[config.mk]
export PLATFORM = sky130hd
export DESIGN_NAME = otg_session_control_regs
export DESIGN_NICKNAME = d
export VERILOG_FILES = /design/src/logic/otg_session_pkg.sv /design/src/logic/otg_session_control_regs.sv
export SDC_FILE = /design/constraint.sdc
export NUM_CORES = 1
export LEC_CHECK = 0
export ABC_CLOCK_PERIOD_IN_PS = 1850
export BUFFER_PORTS_ARGS = -buffer_cell sky130_fd_sc_hd__buf_2
export CAP_MARGIN = 0
export CORE_MARGIN = 4
export CORE_UTILIZATION = 48
export DETAILED_ROUTE_END_ITERATION = 8
export PLACE_DENSITY = 0.91
export SYNTH_ARGS = -nofsm -noshare
export SYNTH_HDL_FRONTEND = slang
export SYNTH_SLANG_ARGS = --single-unit
export TNS_END_PERCENT = 100
[constraint.sdc]
create_clock -name clk_sys_i -period 1.85 [get_ports clk_sys_i]
set_input_delay 0.37 -clock clk_sys_i [delete_from_list [all_inputs] [get_ports clk_sys_i]]
set_output_delay 0.37 -clock clk_sys_i [all_outputs]
set_load 0.01 [all_outputs]
[src/logic/otg_session_pkg.sv]
// Functional notes
// - Bit 19 reports B-session valid; reads 1 when OTG features are off.
// - Bit 18 reports A-session valid; reads 1 when OTG features are off.
// - Bit 17 shows debounce used: 0 long physical, 1 short soft.
// - Bit 16 captures connector identity at connect: 0 A-device, 1 B-device.
// - Bit 9 starts negotiation; hardware clears it when result flag clears.
// - Bit 8 set on negotiation success, cleared when request bit is set.
// - Bit 1 starts session request; hardware clears it when the negotiation result flag (event bit 9) clears.
// - Bit 0 set when session request initiation succeeds.
// - Event bit 20 flags charger input change, write 1 clears, option only.
// - Event bit 19 flags debounce done, only with HNP or SRP capability.
// - Event bit 18 flags A-device timeout waiting for B-device connect.
// - Event bit 17 flags a detected host negotiation request.
// - Event bit 9 flags negotiation outcome; software reads success bit.
// - Event bit 8 flags session request outcome; software reads success bit.
// - Event bit 2 flags B-session valid falling, session end.
// - Bit 22 makes every DMA write request notify and wait, else only last.
// - Bit 21 enables DMA write request and done wait, else complete at once.
// - Bit 8 picks periodic TxFIFO empty level: 0 half, 1 empty.
// - Bit 7 picks non-periodic or endpoint TxFIFO empty level, slave mode.
package otg_session_pkg;
    localparam logic [3:0] OFS_CTRL = 4'h0;
    localparam logic [3:0] OFS_EVENT = 4'h4;
    localparam logic [3:0] OFS_CFG = 4'h8;
    localparam int CTRL_B_VALID = 19;
    localparam int CTRL_A_VALID = 18;
    localparam int CTRL_DEBOUNCE = 17;
    localparam int CTRL_CONN_ID = 16;
    localparam int CTRL_DEV_HNP = 11;
    localparam int CTRL_HOST_HNP = 10;
    localparam int CTRL_NEG_REQ = 9;
    localparam int CTRL_NEG_OK = 8;
    localparam int CTRL_SES_REQ = 1;
    localparam int CTRL_SES_OK = 0;
    localparam int EV_CHARGER = 20;
    localparam int EV_DEBOUNCE = 19;
    localparam int EV_A_TIMEOUT = 18;
    localparam int EV_NEG_DET = 17;
    localparam int EV_NEG_RESULT = 9;
    localparam int EV_SES_RESULT = 8;
    localparam int EV_SES_END = 2;
    localparam int CFG_NOTIFY_ALL = 22;
    localparam int CFG_REMOTE_MEM = 21;
    localparam int CFG_PTX_LVL = 8;
    localparam int CFG_NPTX_LVL = 7;
    localparam logic [31:0] RESET_VALUE = 32'h0000_0000;
    localparam logic [31:0] EVENT_MASK = 32'h001e_0304;
    localparam logic [31:0] CFG_MASK = 32'h0060_0180;
    localparam int CHARGER_INPUTS = 5;
    typedef enum logic [2:0] {
        DMA_IDLE = 3'b001,
        DMA_REQ = 3'b010,
        DMA_WAIT = 3'b100
    } dma_state_t;
endpackage

[src/logic/otg_session_control_regs.sv]
// Local design decision: register access over Wishbone.
`timescale 1ns/1ns
module otg_session_control_regs #(
    parameter bit OTG_FEATURES = 1'b1,
    parameter bit CHARGER_SUPPORT = 1'b0,
    parameter int CHARGER_W = otg_session_pkg::CHARGER_INPUTS
) (
    input wire logic clk_sys_i,
    input wire logic rst_n_i,
    input wire logic wb_cyc_i,
    input wire logic wb_stb_i,
    input wire logic wb_we_i,
    input wire logic [3:0] wb_adr_i,
    input wire logic [3:0] wb_sel_i,
    input wire logic [31:0] wb_dat_i,
    output logic [31:0] wb_dat_o,
    output logic wb_ack_o,
    input wire logic b_session_valid_i,
    input wire logic a_session_valid_i,
    input wire logic connector_id_i,
    input wire logic connect_event_i,
    input wire logic short_debounce_i,
    input wire logic debounce_done_i,
    input wire logic a_device_timeout_i,
    input wire logic negotiation_detected_i,
    input wire logic negotiation_done_i,
    input wire logic negotiation_ok_i,
    input wire logic session_done_i,
    input wire logic session_ok_i,
    input wire logic [CHARGER_W-1:0] charger_inputs_i,
    input wire logic negotiation_capable_i,
    input wire logic dma_write_start_i,
    input wire logic dma_last_transact_i,
    input wire logic [3:0] dma_channel_i,
    input wire logic sys_dma_done_i,
    output logic negotiation_request_o,
    output logic session_request_o,
    output logic device_negotiation_enabled_o,
    output logic host_set_negotiation_enabled_o,
    output logic periodic_txfifo_empty_level_o,
    output logic nonperiodic_txfifo_empty_level_o,
    output logic dma_req_o,
    output logic dma_done_o,
    output logic dma_last_o,
    output logic [3:0] dma_channel_o,
    output logic transfer_complete_event_o
);
    if (CHARGER_W < 1 || CHARGER_W > 8)
    begin
        $error("CHARGER_W out of range");
    end

    // ==========================================================
    // Input synchronisers
    // ==========================================================
    localparam int NS = 11 + CHARGER_W;
    logic [NS-1:0] sync1_r;
    logic [NS-1:0] sync2_r;
    logic [NS-1:0] raw_in;
    assign raw_in = {charger_inputs_i, negotiation_capable_i, session_ok_i, session_done_i,
        negotiation_ok_i, negotiation_done_i, negotiation_detected_i, a_device_timeout_i,
        debounce_done_i, short_debounce_i, connect_event_i, connector_id_i};
    always_ff @(posedge clk_sys_i or negedge rst_n_i)
    begin
        if (!rst_n_i)
        begin
            sync1_r <= '0;
            sync2_r <= '0;
        end
        else
        begin
            sync1_r <= raw_in;
            sync2_r <= sync1_r;
        end
    end

    // Session valid levels feed the read path; B-session valid also feeds the end event
    logic [1:0] ses1_r;
    logic [1:0] ses2_r;
    always_ff @(posedge clk_sys_i or negedge rst_n_i)
    begin
        if (!rst_n_i)
        begin
            ses1_r <= 2'h0;
            ses2_r <= 2'h0;
        end
        else
        begin
            ses1_r <= {b_session_valid_i, a_session_valid_i};
            ses2_r <= ses1_r;
        end
    end

    wire conn_id = sync2_r[0];
    wire conn_evt = sync2_r[1];
    wire short_dbn = sync2_r[2];
    wire dbn_done = sync2_r[3];
    wire a_tout = sync2_r[4];
    wire neg_det = sync2_r[5];
    wire neg_done = sync2_r[6];
    wire neg_ok = sync2_r[7];
    wire ses_done = sync2_r[8];
    wire ses_ok = sync2_r[9];
    wire hnp_srp_cap = sync2_r[10];
    wire [CHARGER_W-1:0] charger = sync2_r[NS-1:11];

    // ==========================================================
    // Edge detection on synchronised levels
    // ==========================================================
    // Edges wait until the synchronisers have filled after reset
    logic [2:0] warm_r;
    always_ff @(posedge clk_sys_i or negedge rst_n_i)
    begin
        if (!rst_n_i)
            warm_r <= 3'h0;
        else
            warm_r <= {warm_r[1:0], 1'b1};
    end
    logic [NS-1:0] prev_r;
    logic b_prev_r;
    always_ff @(posedge clk_sys_i or negedge rst_n_i)
    begin
        if (!rst_n_i)
        begin
            prev_r <= '0;
            b_prev_r <= 1'b0;
        end
        else
        begin
            prev_r <= sync2_r;
            b_prev_r <= ses2_r[1];
        end
    end

    wire [NS-1:0] rise = sync2_r & ~prev_r & {NS{warm_r[2]}};
    wire b_fall = b_prev_r & ~ses2_r[1] & warm_r[2];
    wire charger_chg = warm_r[2] & (charger != prev_r[NS-1:11]);

    // ==========================================================
    // Register bus
    // ==========================================================
    logic ack_r;
    // Registered ack: one wait state, read data latched at the take edge
    wire bus_req = wb_cyc_i & wb_stb_i & ~ack_r;
    // Writes land at the edge where the master samples ack
    wire wr = wb_cyc_i & wb_stb_i & ack_r & wb_we_i;
    wire hit_ctrl = (wb_adr_i == otg_session_pkg::OFS_CTRL);
    wire hit_event = (wb_adr_i == otg_session_pkg::OFS_EVENT);
    wire hit_cfg = (wb_adr_i == otg_session_pkg::OFS_CFG);
    wire [31:0] wmask = {{8{wb_sel_i[3]}}, {8{wb_sel_i[2]}}, {8{wb_sel_i[1]}}, {8{wb_sel_i[0]}}};
    wire [31:0] wbits = wb_dat_i & wmask;
    wire wr_ctrl = wr & hit_ctrl;
    wire wr_event = wr & hit_event;
    wire wr_cfg = wr & hit_cfg;

    // ==========================================================
    // Control and status state
    // ==========================================================
    logic [31:0] event_r;
    logic [31:0] event_nxt;
    logic [31:0] cfg_r;
    logic dev_hnp_r;
    logic host_hnp_r;
    logic neg_req_r;
    logic neg_req_nxt;
    logic ses_req_r;
    logic ses_req_nxt;
    logic neg_ok_r;
    logic ses_ok_r;
    logic conn_id_r;
    logic dbn_r;

    wire [31:0] ev_set;
    assign ev_set[otg_session_pkg::EV_CHARGER] = CHARGER_SUPPORT & charger_chg;
    assign ev_set[otg_session_pkg::EV_DEBOUNCE] = hnp_srp_cap & rise[3];
    assign ev_set[otg_session_pkg::EV_A_TIMEOUT] = rise[4];
    assign ev_set[otg_session_pkg::EV_NEG_DET] = rise[5];
    assign ev_set[otg_session_pkg::EV_NEG_RESULT] = rise[6];
    assign ev_set[otg_session_pkg::EV_SES_RESULT] = rise[8];
    assign ev_set[otg_session_pkg::EV_SES_END] = b_fall;
    assign ev_set[31:21] = '0;
    assign ev_set[16:10] = '0;
    assign ev_set[7:3] = '0;
    assign ev_set[1:0] = '0;

    wire [31:0] ev_clr = wr_event ? wbits : 32'h0000_0000;
    // Set wins over a clear landing in the same cycle
    assign event_nxt = ((event_r & ~ev_clr) | ev_set) & otg_session_pkg::EVENT_MASK;

    // Negotiation result flag going 1 to 0 retires the pending requests
    wire neg_flag_clr = event_r[otg_session_pkg::EV_NEG_RESULT]
        & ~event_nxt[otg_session_pkg::EV_NEG_RESULT];

    always_comb
    begin
        neg_req_nxt = neg_req_r;
        ses_req_nxt = ses_req_r;
        if (wr_ctrl && wb_sel_i[1])
            neg_req_nxt = wb_dat_i[otg_session_pkg::CTRL_NEG_REQ];
        if (wr_ctrl && wb_sel_i[0])
            ses_req_nxt = wb_dat_i[otg_session_pkg::CTRL_SES_REQ];
        if (neg_flag_clr)
            neg_req_nxt = 1'b0;
        if (neg_flag_clr)
            ses_req_nxt = 1'b0;
    end

    // A new negotiation request clears the old negotiation success flag
    wire neg_req_set = neg_req_nxt & ~neg_req_r;

    always_ff @(posedge clk_sys_i or negedge rst_n_i)
    begin
        if (!rst_n_i)
        begin
            event_r <= otg_session_pkg::RESET_VALUE;
            cfg_r <= otg_session_pkg::RESET_VALUE;
            dev_hnp_r <= 1'b0;
            host_hnp_r <= 1'b0;
            neg_req_r <= 1'b0;
            ses_req_r <= 1'b0;
            neg_ok_r <= 1'b0;
            ses_ok_r <= 1'b0;
            conn_id_r <= 1'b0;
            dbn_r <= 1'b0;
            ack_r <= 1'b0;
        end
        else
        begin
            ack_r <= bus_req;
            event_r <= event_nxt;
            // Only the four implemented configuration bits are kept
            if (wr_cfg)
                cfg_r <= ((cfg_r & ~wmask) | wbits) & otg_session_pkg::CFG_MASK;
            if (wr_ctrl && wb_sel_i[1])
                dev_hnp_r <= wb_dat_i[otg_session_pkg::CTRL_DEV_HNP];
            if (wr_ctrl && wb_sel_i[1])
                host_hnp_r <= wb_dat_i[otg_session_pkg::CTRL_HOST_HNP];
            neg_req_r <= neg_req_nxt;
            ses_req_r <= ses_req_nxt;
            // success set, cleared by new request
            if (rise[6] && neg_ok)
                neg_ok_r <= 1'b1;
            else if (neg_req_set)
                neg_ok_r <= 1'b0;
            if (rise[8])
                ses_ok_r <= ses_ok;
            if (rise[1])
                conn_id_r <= conn_id;
            if (rise[1])
                dbn_r <= short_dbn;
        end
    end

    // ==========================================================
    // Read mux
    // ==========================================================
    wire [31:0] ctrl_rd;
    // B-session valid, forced when OTG features are off
    assign ctrl_rd[otg_session_pkg::CTRL_B_VALID] = OTG_FEATURES ? ses2_r[1] : 1'b1;
    // A-session valid, forced when OTG features are off
    assign ctrl_rd[otg_session_pkg::CTRL_A_VALID] = OTG_FEATURES ? ses2_r[0] : 1'b1;
    assign ctrl_rd[otg_session_pkg::CTRL_DEBOUNCE] = dbn_r;
    assign ctrl_rd[otg_session_pkg::CTRL_CONN_ID] = conn_id_r;
    assign ctrl_rd[otg_session_pkg::CTRL_DEV_HNP] = dev_hnp_r;
    assign ctrl_rd[otg_session_pkg::CTRL_HOST_HNP] = host_hnp_r;
    assign ctrl_rd[otg_session_pkg::CTRL_NEG_REQ] = neg_req_r;
    assign ctrl_rd[otg_session_pkg::CTRL_NEG_OK] = neg_ok_r;
    assign ctrl_rd[otg_session_pkg::CTRL_SES_REQ] = ses_req_r;
    assign ctrl_rd[otg_session_pkg::CTRL_SES_OK] = ses_ok_r;
    // Reserved fields read zero
    assign ctrl_rd[31:20] = '0;
    assign ctrl_rd[15:12] = '0;
    assign ctrl_rd[7:2] = '0;

    // Unmapped offsets read zero and ignore writes, still acked
    logic [31:0] rd_r;
    wire [31:0] rd_sel = hit_ctrl ? ctrl_rd : hit_event ? event_r : hit_cfg ? cfg_r : 32'h0000_0000;
    always_ff @(posedge clk_sys_i or negedge rst_n_i)
    begin
        if (!rst_n_i)
            rd_r <= 32'h0000_0000;
        else if (bus_req)
            rd_r <= rd_sel;
    end

    assign wb_dat_o = rd_r;
    assign wb_ack_o = ack_r;

    // ==========================================================
    // DMA write completion handshake
    // ==========================================================
    otg_session_pkg::dma_state_t dma_r;
    otg_session_pkg::dma_state_t dma_nxt;
    logic last_r;
    logic [3:0] chan_r;
    logic xfer_r;
    wire remote = cfg_r[otg_session_pkg::CFG_REMOTE_MEM];
    wire notify_all = cfg_r[otg_session_pkg::CFG_NOTIFY_ALL];
    // A start during REQ or WAIT is dropped, not queued
    // notify every write or only the last
    wire want_notify = remote & (notify_all | dma_last_transact_i);

    always_comb
    begin
        dma_nxt = dma_r;
        case (dma_r)
            otg_session_pkg::DMA_IDLE:
                if (dma_write_start_i && want_notify)
                    dma_nxt = otg_session_pkg::DMA_REQ;
            otg_session_pkg::DMA_REQ:
                dma_nxt = otg_session_pkg::DMA_WAIT;
            otg_session_pkg::DMA_WAIT:
                if (sys_dma_done_i)
                    dma_nxt = otg_session_pkg::DMA_IDLE;
            default:
                dma_nxt = otg_session_pkg::DMA_IDLE;
        endcase
    end

    always_ff @(posedge clk_sys_i or negedge rst_n_i)
    begin
        if (!rst_n_i)
        begin
            dma_r <= otg_session_pkg::DMA_IDLE;
            last_r <= 1'b0;
            chan_r <= 4'h0;
            xfer_r <= 1'b0;
        end
        else
        begin
            dma_r <= dma_nxt;
            if (dma_r == otg_session_pkg::DMA_IDLE && dma_write_start_i)
            begin
                last_r <= dma_last_transact_i;
                chan_r <= dma_channel_i;
            end
            // complete at once without remote wait, else after system done
            xfer_r <= (dma_r == otg_session_pkg::DMA_IDLE && dma_write_start_i
                && dma_last_transact_i && !remote)
                || (dma_r == otg_session_pkg::DMA_WAIT && sys_dma_done_i && last_r);
        end
    end

    assign dma_req_o = (dma_r != otg_session_pkg::DMA_IDLE);
    assign dma_done_o = (dma_r == otg_session_pkg::DMA_WAIT);
    assign dma_last_o = last_r;
    assign dma_channel_o = chan_r;
    assign transfer_complete_event_o = xfer_r;

    assign negotiation_request_o = neg_req_r;
    assign session_request_o = ses_req_r;
    assign device_negotiation_enabled_o = dev_hnp_r;
    assign host_set_negotiation_enabled_o = host_hnp_r;

    assign periodic_txfifo_empty_level_o = cfg_r[otg_session_pkg::CFG_PTX_LVL];
    assign nonperiodic_txfifo_empty_level_o = cfg_r[otg_session_pkg::CFG_NPTX_LVL];
endmodule

======== Word-level counts from Yosys, hierarchy flattened ========
Cells that the tools add are included.
storage, ports and cells
  flip-flop bits (word level) ............. 100
  bits of input ports ..................... 70
  output and inout port bits .............. 47
  word-level logic and storage cells ...... 87
cells by class
  equality and inequality tests ........... 8
  muxes and demuxes ....................... 13
  bitwise operators ....................... 28
  reductions and logical operators ........ 15
operators with widths
  operator                                                          count
  23-bit two-way mux                                                3
  23-bit AND                                                        2
  23-bit inverter                                                   1
  23-bit bitwise OR                                                 1
  21-bit AND                                                        1
  21-bit two-way mux                                                1
  21-bit inverter                                                   1
  21-bit by 20-bit bitwise OR with 21-bit output                    1
  9-bit AND                                                         2
  1-bit AND                                                         13
  1-bit logical AND                                                 9
  9-bit inverter                                                    1
  3-bit one-hot mux with 3 select lines                             1
  1-bit two-way mux                                                 6
  3-bit two-way mux                                                 2
  4-bit by 3-bit == test with 1-bit output (second input constant)  1
  4-bit == test (second input constant)                             1
  4-bit zero test                                                   1
  2-bit inequality test (second input constant)                     2
  1-bit inverter                                                    4
  2-bit nonzero test                                                2
  3-bit by 1-bit == test with 1-bit output (second input constant)  1
  3-bit by 2-bit == test with 1-bit output (second input constant)  1
  3-bit == test (second input constant)                             1
  5 further kinds                                                   5

======== Logic depth before layout (Yosys ltp) ========
Gate-level depths: netlist of the first run.
  depth in word-level cells ............... 14
  depth in mapped cells ................... 4
  depth with buffers taken out ............ 3

======== Worst setup path before layout of the first run ========
No wires, ideal clock.
  path kind ............................... reg2reg
  start ................................... reg ack_r, in the netlist wb_ack_o
  end ..................................... reg rd_r[19], in the netlist wb_dat_o[19]
  data arrival time ....................... 1330 ps
  path slack .............................. 394 ps
  cell stages (with the launch flop) ...... 5
  period minus slack after synthesis ...... 1456 ps
  cells stage by stage .................... dfrtp_1 nand3b_1 buf_2 and2_1 a221o_1
between the ends
  cells in the longest elaborated chain, start to end .. 2
ends and longest elaborated chain
  item                    RTL line                         source
  from (decl)             otg_session_control_regs.sv:142  logic ack_r;
  from (signal assigned)  otg_session_control_regs.sv:229  ack_r <= bus_req;
  1-bit inverter          otg_session_control_regs.sv:144  wire bus_req = wb_cyc_i & wb_stb_i & ~ack_r;
  1-bit AND               otg_session_control_regs.sv:144
  to (signal assigned)    otg_session_control_regs.sv:283  rd_r <= rd_sel;
  to (decl)               otg_session_control_regs.sv:276  logic [31:0] rd_r;
Every way passes these cells.
A chain may end at the register's enable or synchronous reset.

======== Worst setup path after layout of the first run ========
  start ................................... reg dma_r[1]
  end ..................................... out dma_done_o
between the ends
  cells in the longest elaborated chain, start to end .. 1
ends and longest elaborated chain
  item                    RTL line                         source
  from (decl)             otg_session_control_regs.sv:292  otg_session_pkg::dma_state_t dma_r;
  from (signal assigned)  otg_session_control_regs.sv:324  dma_r <= otg_session_pkg::DMA_IDLE;
  from (signal assigned)  otg_session_control_regs.sv:331  dma_r <= dma_nxt;
  3-bit == test           otg_session_control_regs.sv:345  assign dma_done_o = (dma_r == otg_session_pkg::DMA_WAIT);
  to (decl)               otg_session_control_regs.sv:43   output logic dma_done_o,
Every way passes these cells.

==> results of run 1 <==
==> worst max-delay path, cell delays in order, from the launching register on <==
cell	delay [ps]
dfrtp_1	430
nor3b_1	290
buf_2	190
==> logic make-up after synthesis <==
kind of cell / synth area share [%]
DFF: 67.9
and+or+nand+nor: 11.6
AOI/OAI and AO/OA: 8.91
buffers and inverters: 5.98
muxes: 5.35
other: 0.255
==> per-layer routing <==
metal / up-vias / global-route usage, % / wire length, microns
li1: 888 / - / -
met1: 920 / 20.6 / 2390
met2: 74 / 23.2 / 2560
met3: 16 / 4.18 / 409
met4: 0 / 9.92 / 170
met5: - / 0 / 0
==> state kept, by name, indices dropped and copies added, names as in the netlist, 2 cells and up, named ones only <==
register	flops
wb_dat_o	15
sync1_r	11
sync2_r	11
event_r	7
prev_r	6
dma_channel_o	4
dma_r	3
warm_r	3
ses1_r	2
ses2_r	2
==> synthesized netlist by cell type, drive strengths merged, types with 2 or more instances <==
| master | number |
|---|---|
| a21oi | 3 |
| a221o | 4 |
| a22o | 10 |
| a32o | 3 |
| and2 | 4 |
| buf | 20 |
| clkbuf | 2 |
| conb | 2 |
| dfrtp | 79 |
| inv | 7 |
| mux2 | 14 |
| nand2 | 8 |
| nand2b | 3 |
| nand3 | 6 |
| nand3b | 4 |
| nand4 | 7 |
| nor2 | 4 |
| nor2b | 2 |
| nor3 | 2 |
| nor4 | 2 |
| nor4b | 2 |
| o31ai | 4 |
==> path summary, 6_finish.rpt <==
| path | to | slack (ps) | cells after the start |
|---|---|---|---|
| worst max-delay path | dma_done_o | 230 | 2 |
| worst min-delay path | device_negotiation_enabled_o$_DFFE_PN0P_ | 30 | 1 |
| worst max register to register | dma_channel_o[3]$_DFFE_PN0P_ | 310 | 3 |
| worst min register to register | ses2_r[0]$_DFF_PN0_ | 350 | 0 |
| max in group asynchronous | sync2_r[3]$_DFF_PN0_ | 1240 | 2 |
| min in group clk_sys_i | ses1_r[1]$_DFF_PN0_ | 140 | 1 |
==> stage by stage <==
stage               worst slack, ps  std cells
detailed placement              132        357
CTS                             216        373
floorplan                       394        222
global placement                157        357
finish                          231        373
global route                    151        373
==> cells in the final DEF, fill, tap and decap left out, types with 4 or more instances in the layout <==
cell type,n
nand3_1,6
nand4_1,7
buf_4,8
a22o_1,10
conb_1,18
nand3b_1,4
nand2_1,8
clkbuf_8,9
a221o_1,4
dfrtp_1,79
buf_2,73
o31ai_1,4
inv_1,7
mux2_2,14
==> where the power goes <==
part	internal [mW]	leakage, nW	switching [mW]
Sequential	1.83	0.965	0.0387
Clock	0.631	0.0933	0.619
Combinational	0.115	0.747	0.145
==> layout make-up <==
cell class	count	area, sq um
sequential	80	2000
clock inverter	6	67.6
inverter	7	26.3
multi-input combinational	113	830
fill	492	2360
clock buffer	10	128
tap	75	93.8
timing repair buffer	82	445
==> flow_metrics.tcl, run 1 <==
set metrics [dict create \
    utilization_pct 60.3 \
    dieArea_sq_um 7460 \
    drt_iter0_markers 100 \
    ys_types 40 \
    leakagePower_nw 1.81 \
    async_reset_ff_share_pct 100 \
    grt_overflow 0 \
    required_ps 1480 \
    dpl_cell_area_sq_um 3400 \
    cts-root-buf "clkbuf_8" \
    fin_crit_sh_pct 87.5 \
    startpoint_type "register" \
    postCtsHoldBufs 0 \
    syn_inst 206 \
    drc 0 \
    max-slew-margin-rel_pct 60.8 \
    fin_hold_ws_ps 28.1 \
    cts.sinks 80 \
    irDropWorstVdd_mv 0.570 \
    gp_congestion 0.780 \
    cp-end-kind "primary output" \
    vias 1898 \
    synthFlopType "dfrtp_1" \
    drv_slew 0 \
    synth_area_per_cell_sq_um 14.3 \
    clk_pin_slew_ps 90 \
    timing.fmax_mhz 618 \
    area_growth_pct 21.8 \
    outcome "complete, no violations" \
    synth_top_cell_area_share_pct 67.0 \
    nets 363 \
    worstSkewPairLatency_ps 340 \
    antenna_found_initial 0 \
    reg2reg_from "dma_r[0]$_DFFE_PN1P_" \
    core-area_sq_um 5960 \
    row_count 28 \
    postCtsSetupRepairBufs 0 \
    synth_area_leaders "dfrtp_1, mux2_2, buf_4" \
    cts_made_buffers 9 \
    tightestPinTransition_ps 587 \
    numPortBuffers 74 \
    io_pins 117 \
    finalPower_mw 3.38 \
    finalSetupViolCount 0 \
    rsz0062_at_grt "no" \
    skew_ps 10.3 \
    cts_resized 0 \
    grt_pass1_vias 1893 \
    wl_per_cell_microns 14.8 \
    crit_path_max_fanout 5 \
    synth_edf_count 0 \
    grt_max_degree 47 \
    min_period_ps 1620 \
    vias_per_cell 5.09 \
    start_util_pct 49.5 \
    grtUsageTotal_pct 15.7 \
    finalSetupTns_ps 0 \
    synth_top_area_cell "dfrtp_1" \
    post-route-cell-area_sq_um 3590 \
    timing.final.hold_violations 0 \
    powerDensity_nw_per_um2 941 \
    cts_tree "yes" \
    dr.pass1.iters 4 \
    cap_violations 0 \
    grt_pass1_wl_microns 8940 \
    ys_ff_latch 80 \
    dp_hpwl_microns 4050 \
    hold_path_class "input port to asynchronous set/reset pin" \
    drt-total-wl_microns 5530 \
    n_antenna_cell 0 \
    die_w_microns 86.4 \
    critical_path_class "register to primary output" \
    syn_area_sq_um 2950 \
    ys_warn_count 0 \
    htree_levels 3 \
    worstPathArrival_ps 1250 \
    startpoint "dma_r[1]$_DFFE_PN0P_" \
    drive_above_1_share_pct 39.9 \
    ys_seq_area_share_pct 67.9 \
    clockBufferDepth 2 \
    die_h_microns 86.4 \
    postRouteAntennaNets 0 \
]
Power figures use the tool's default switching activity.
==> run 2: changes to the inputs <==
--- a/config.mk
+++ b/config.mk
@@ -8,11 +8,13 @@
 export ABC_CLOCK_PERIOD_IN_PS = 1850
 export BUFFER_PORTS_ARGS = -buffer_cell sky130_fd_sc_hd__buf_2
 export CAP_MARGIN = 0
+export CELL_PAD_IN_SITES_DETAIL_PLACEMENT = 2
+export CELL_PAD_IN_SITES_GLOBAL_PLACEMENT = 2
 export CORE_MARGIN = 4
-export CORE_UTILIZATION = 48
+export CORE_UTILIZATION = 31
 export DETAILED_ROUTE_END_ITERATION = 8
 export PLACE_DENSITY = 0.91
 export SYNTH_ARGS = -nofsm -noshare
 export SYNTH_HDL_FRONTEND = slang
 export SYNTH_SLANG_ARGS = --single-unit
-export TNS_END_PERCENT = 100
+export TNS_END_PERCENT = 20
==> flow_metrics.tcl, run 2 (same netlist as run 1, synthesis figures left out) <==
set metrics [dict create \
    outcome "complete, no violations" \
    required_ps 1480 \
    grt_pass1_vias 2269 \
    die_w_microns 106 \
    grtUsageTotal_pct 14.2 \
    fin_crit_sh_pct 84.8 \
    vias 1994 \
    worstPathArrival_ps 1200 \
    cts_tree "yes" \
    worstSkewPairLatency_ps 350 \
    wl_per_cell_microns 17.3 \
    grt_max_degree 39 \
    largest_reg_flops 15 \
    rsz0062_at_grt "no" \
    cp-end-kind "primary output" \
    drc 0 \
    cpPeakStageDelay_ps 430 \
    min_period_ps 1570 \
    multi_input_area_sq_um 830 \
    timing.final.hold_violations 0 \
    grt_overflow 0 \
    area_growth_pct 25.8 \
    row_count 35 \
    layout_commonest_cell "dfrtp_1" \
    cts-root-buf "clkbuf_8" \
    io_pins 117 \
    cts_resized 0 \
    cts_made_buffers 9 \
    seq_area_sq_um 2000 \
    timing.fmax_mhz 637 \
    clk_pin_slew_ps 90 \
    irDropWorstVdd_mv 0.501 \
    cts.sinks 80 \
    die_h_microns 106 \
    drt_iter0_markers 20 \
    start_util_pct 31.9 \
    drv_slew 0 \
    crit_chain "nor3b_1 -> buf_2" \
    drive_above_1_share_pct 40.2 \
    nets 366 \
    startpoint_type "register" \
    cap_violations 0 \
    postRouteAntennaNets 0 \
    critical_path_class "register to primary output" \
    dieArea_sq_um 11100 \
    final_cell_mix "dfrtp_1, buf_2, conb_1" \
    dr.pass1.iters 4 \
    gp_congestion 0.785 \
    tightestPinTransition_ps 512 \
    vias_per_cell 4.64 \
    dp_hpwl_microns 5540 \
    slowest_stage "dfrtp_1" \
    n_antenna_cell 0 \
    clockBufferDepth 2 \
    leakagePower_nw 1.83 \
    powerDensity_nw_per_um2 941 \
    crit_path_max_fanout 5 \
    antenna_found_initial 0 \
    skew_ps 12.1 \
    grt_pass1_wl_microns 12200 \
    drt-total-wl_microns 7430 \
    hold_path_class "input port to register" \
    core-area_sq_um 9240 \
    n_fill_cell 979 \
    fin_hold_ws_ps 119 \
    htree_levels 3 \
    finalSetupTns_ps 0 \
    max-slew-margin-rel_pct 65.9 \
    finalSetupViolCount 0 \
    numPortBuffers 74 \
]
[run 2: report_power, final]
part | leakage [nW] | switching [mW] | internal [mW] | total [mW]
Combinational | 0.768 | 0.157 | 0.121 | 0.277
Sequential | 0.965 | 0.0414 | 1.83 | 1.87
Clock | 0.101 | 0.663 | 0.674 | 1.34
Total | 1.83 | 0.862 | 2.63 | 3.49
[run 2: area by class of cell]
class | count | area share, %
clock inverter | 5 | 1.72
sequential | 80 | 54.0
clock buffer | 11 | 3.81
inverter | 7 | 0.709
tap | 129 | 4.35
timing repair buffer | 85 | 13.0
multi-input combinational | 113 | 22.4
[run 2: worst paths after layout]
check | end | cells past startpoint | slack [ps] | from
min in group asynchronous | sync1_r[9]$_DFF_PN0_ | 2 | 570 | rst_n_i
worst min-delay path | sync1_r[9]$_DFF_PN0_ | 1 | 120 | session_ok_i
worst min register to register | sync2_r[9]$_DFF_PN0_ | 0 | 360 | sync1_r[9]$_DFF_PN0_
worst max-delay path | dma_done_o | 2 | 280 | dma_r[1]$_DFFE_PN0P_
max in group asynchronous | prev_r[4]$_DFF_PN0_ | 3 | 690 | rst_n_i
worst max register to register | dma_channel_o[1]$_DFFE_PN0P_ | 3 | 290 | dma_r[0]$_DFFE_PN1P_
[run 2: what timing repair did]
action	in CTS	in global routing
setup buffers	0	0
hold buffers	1	0
setup endpoints to repair	0	0
endpoints found under the hold margin	13	0
[run 2: routing by layer]
layer | routed length [microns] | global-route usage, % | up-vias
met5 | 0 | 0 | -
met4 | 100 | 4.90 | 0
met3 | 485 | 5.02 | 9
met2 | 3860 | 24.4 | 61
met1 | 2980 | 16.6 | 1037
li1 | - | - | 887
[run 2: per-stage QoR]
stage	power (mW)	instance area [sq um]	util, %	cells	worst slack [ps]
final	3.49	3710	40.1	430	281
after global routing	3.67	3710	40.1	430	149
after CTS	3.55	3710	40.1	430	250
after global placement	2.17	3490	37.8	413	127
after floorplan	2.04	3010	-	222	394
after detailed placement	2.19	3490	37.8	413	46.4
[run 2: critical path, delay by kind of cell, from the launching register on]
family,cells,cell delay [ps]
AND/OR/NAND/NOR,1,250
flip-flops,1,430
buffers and inverters,1,180
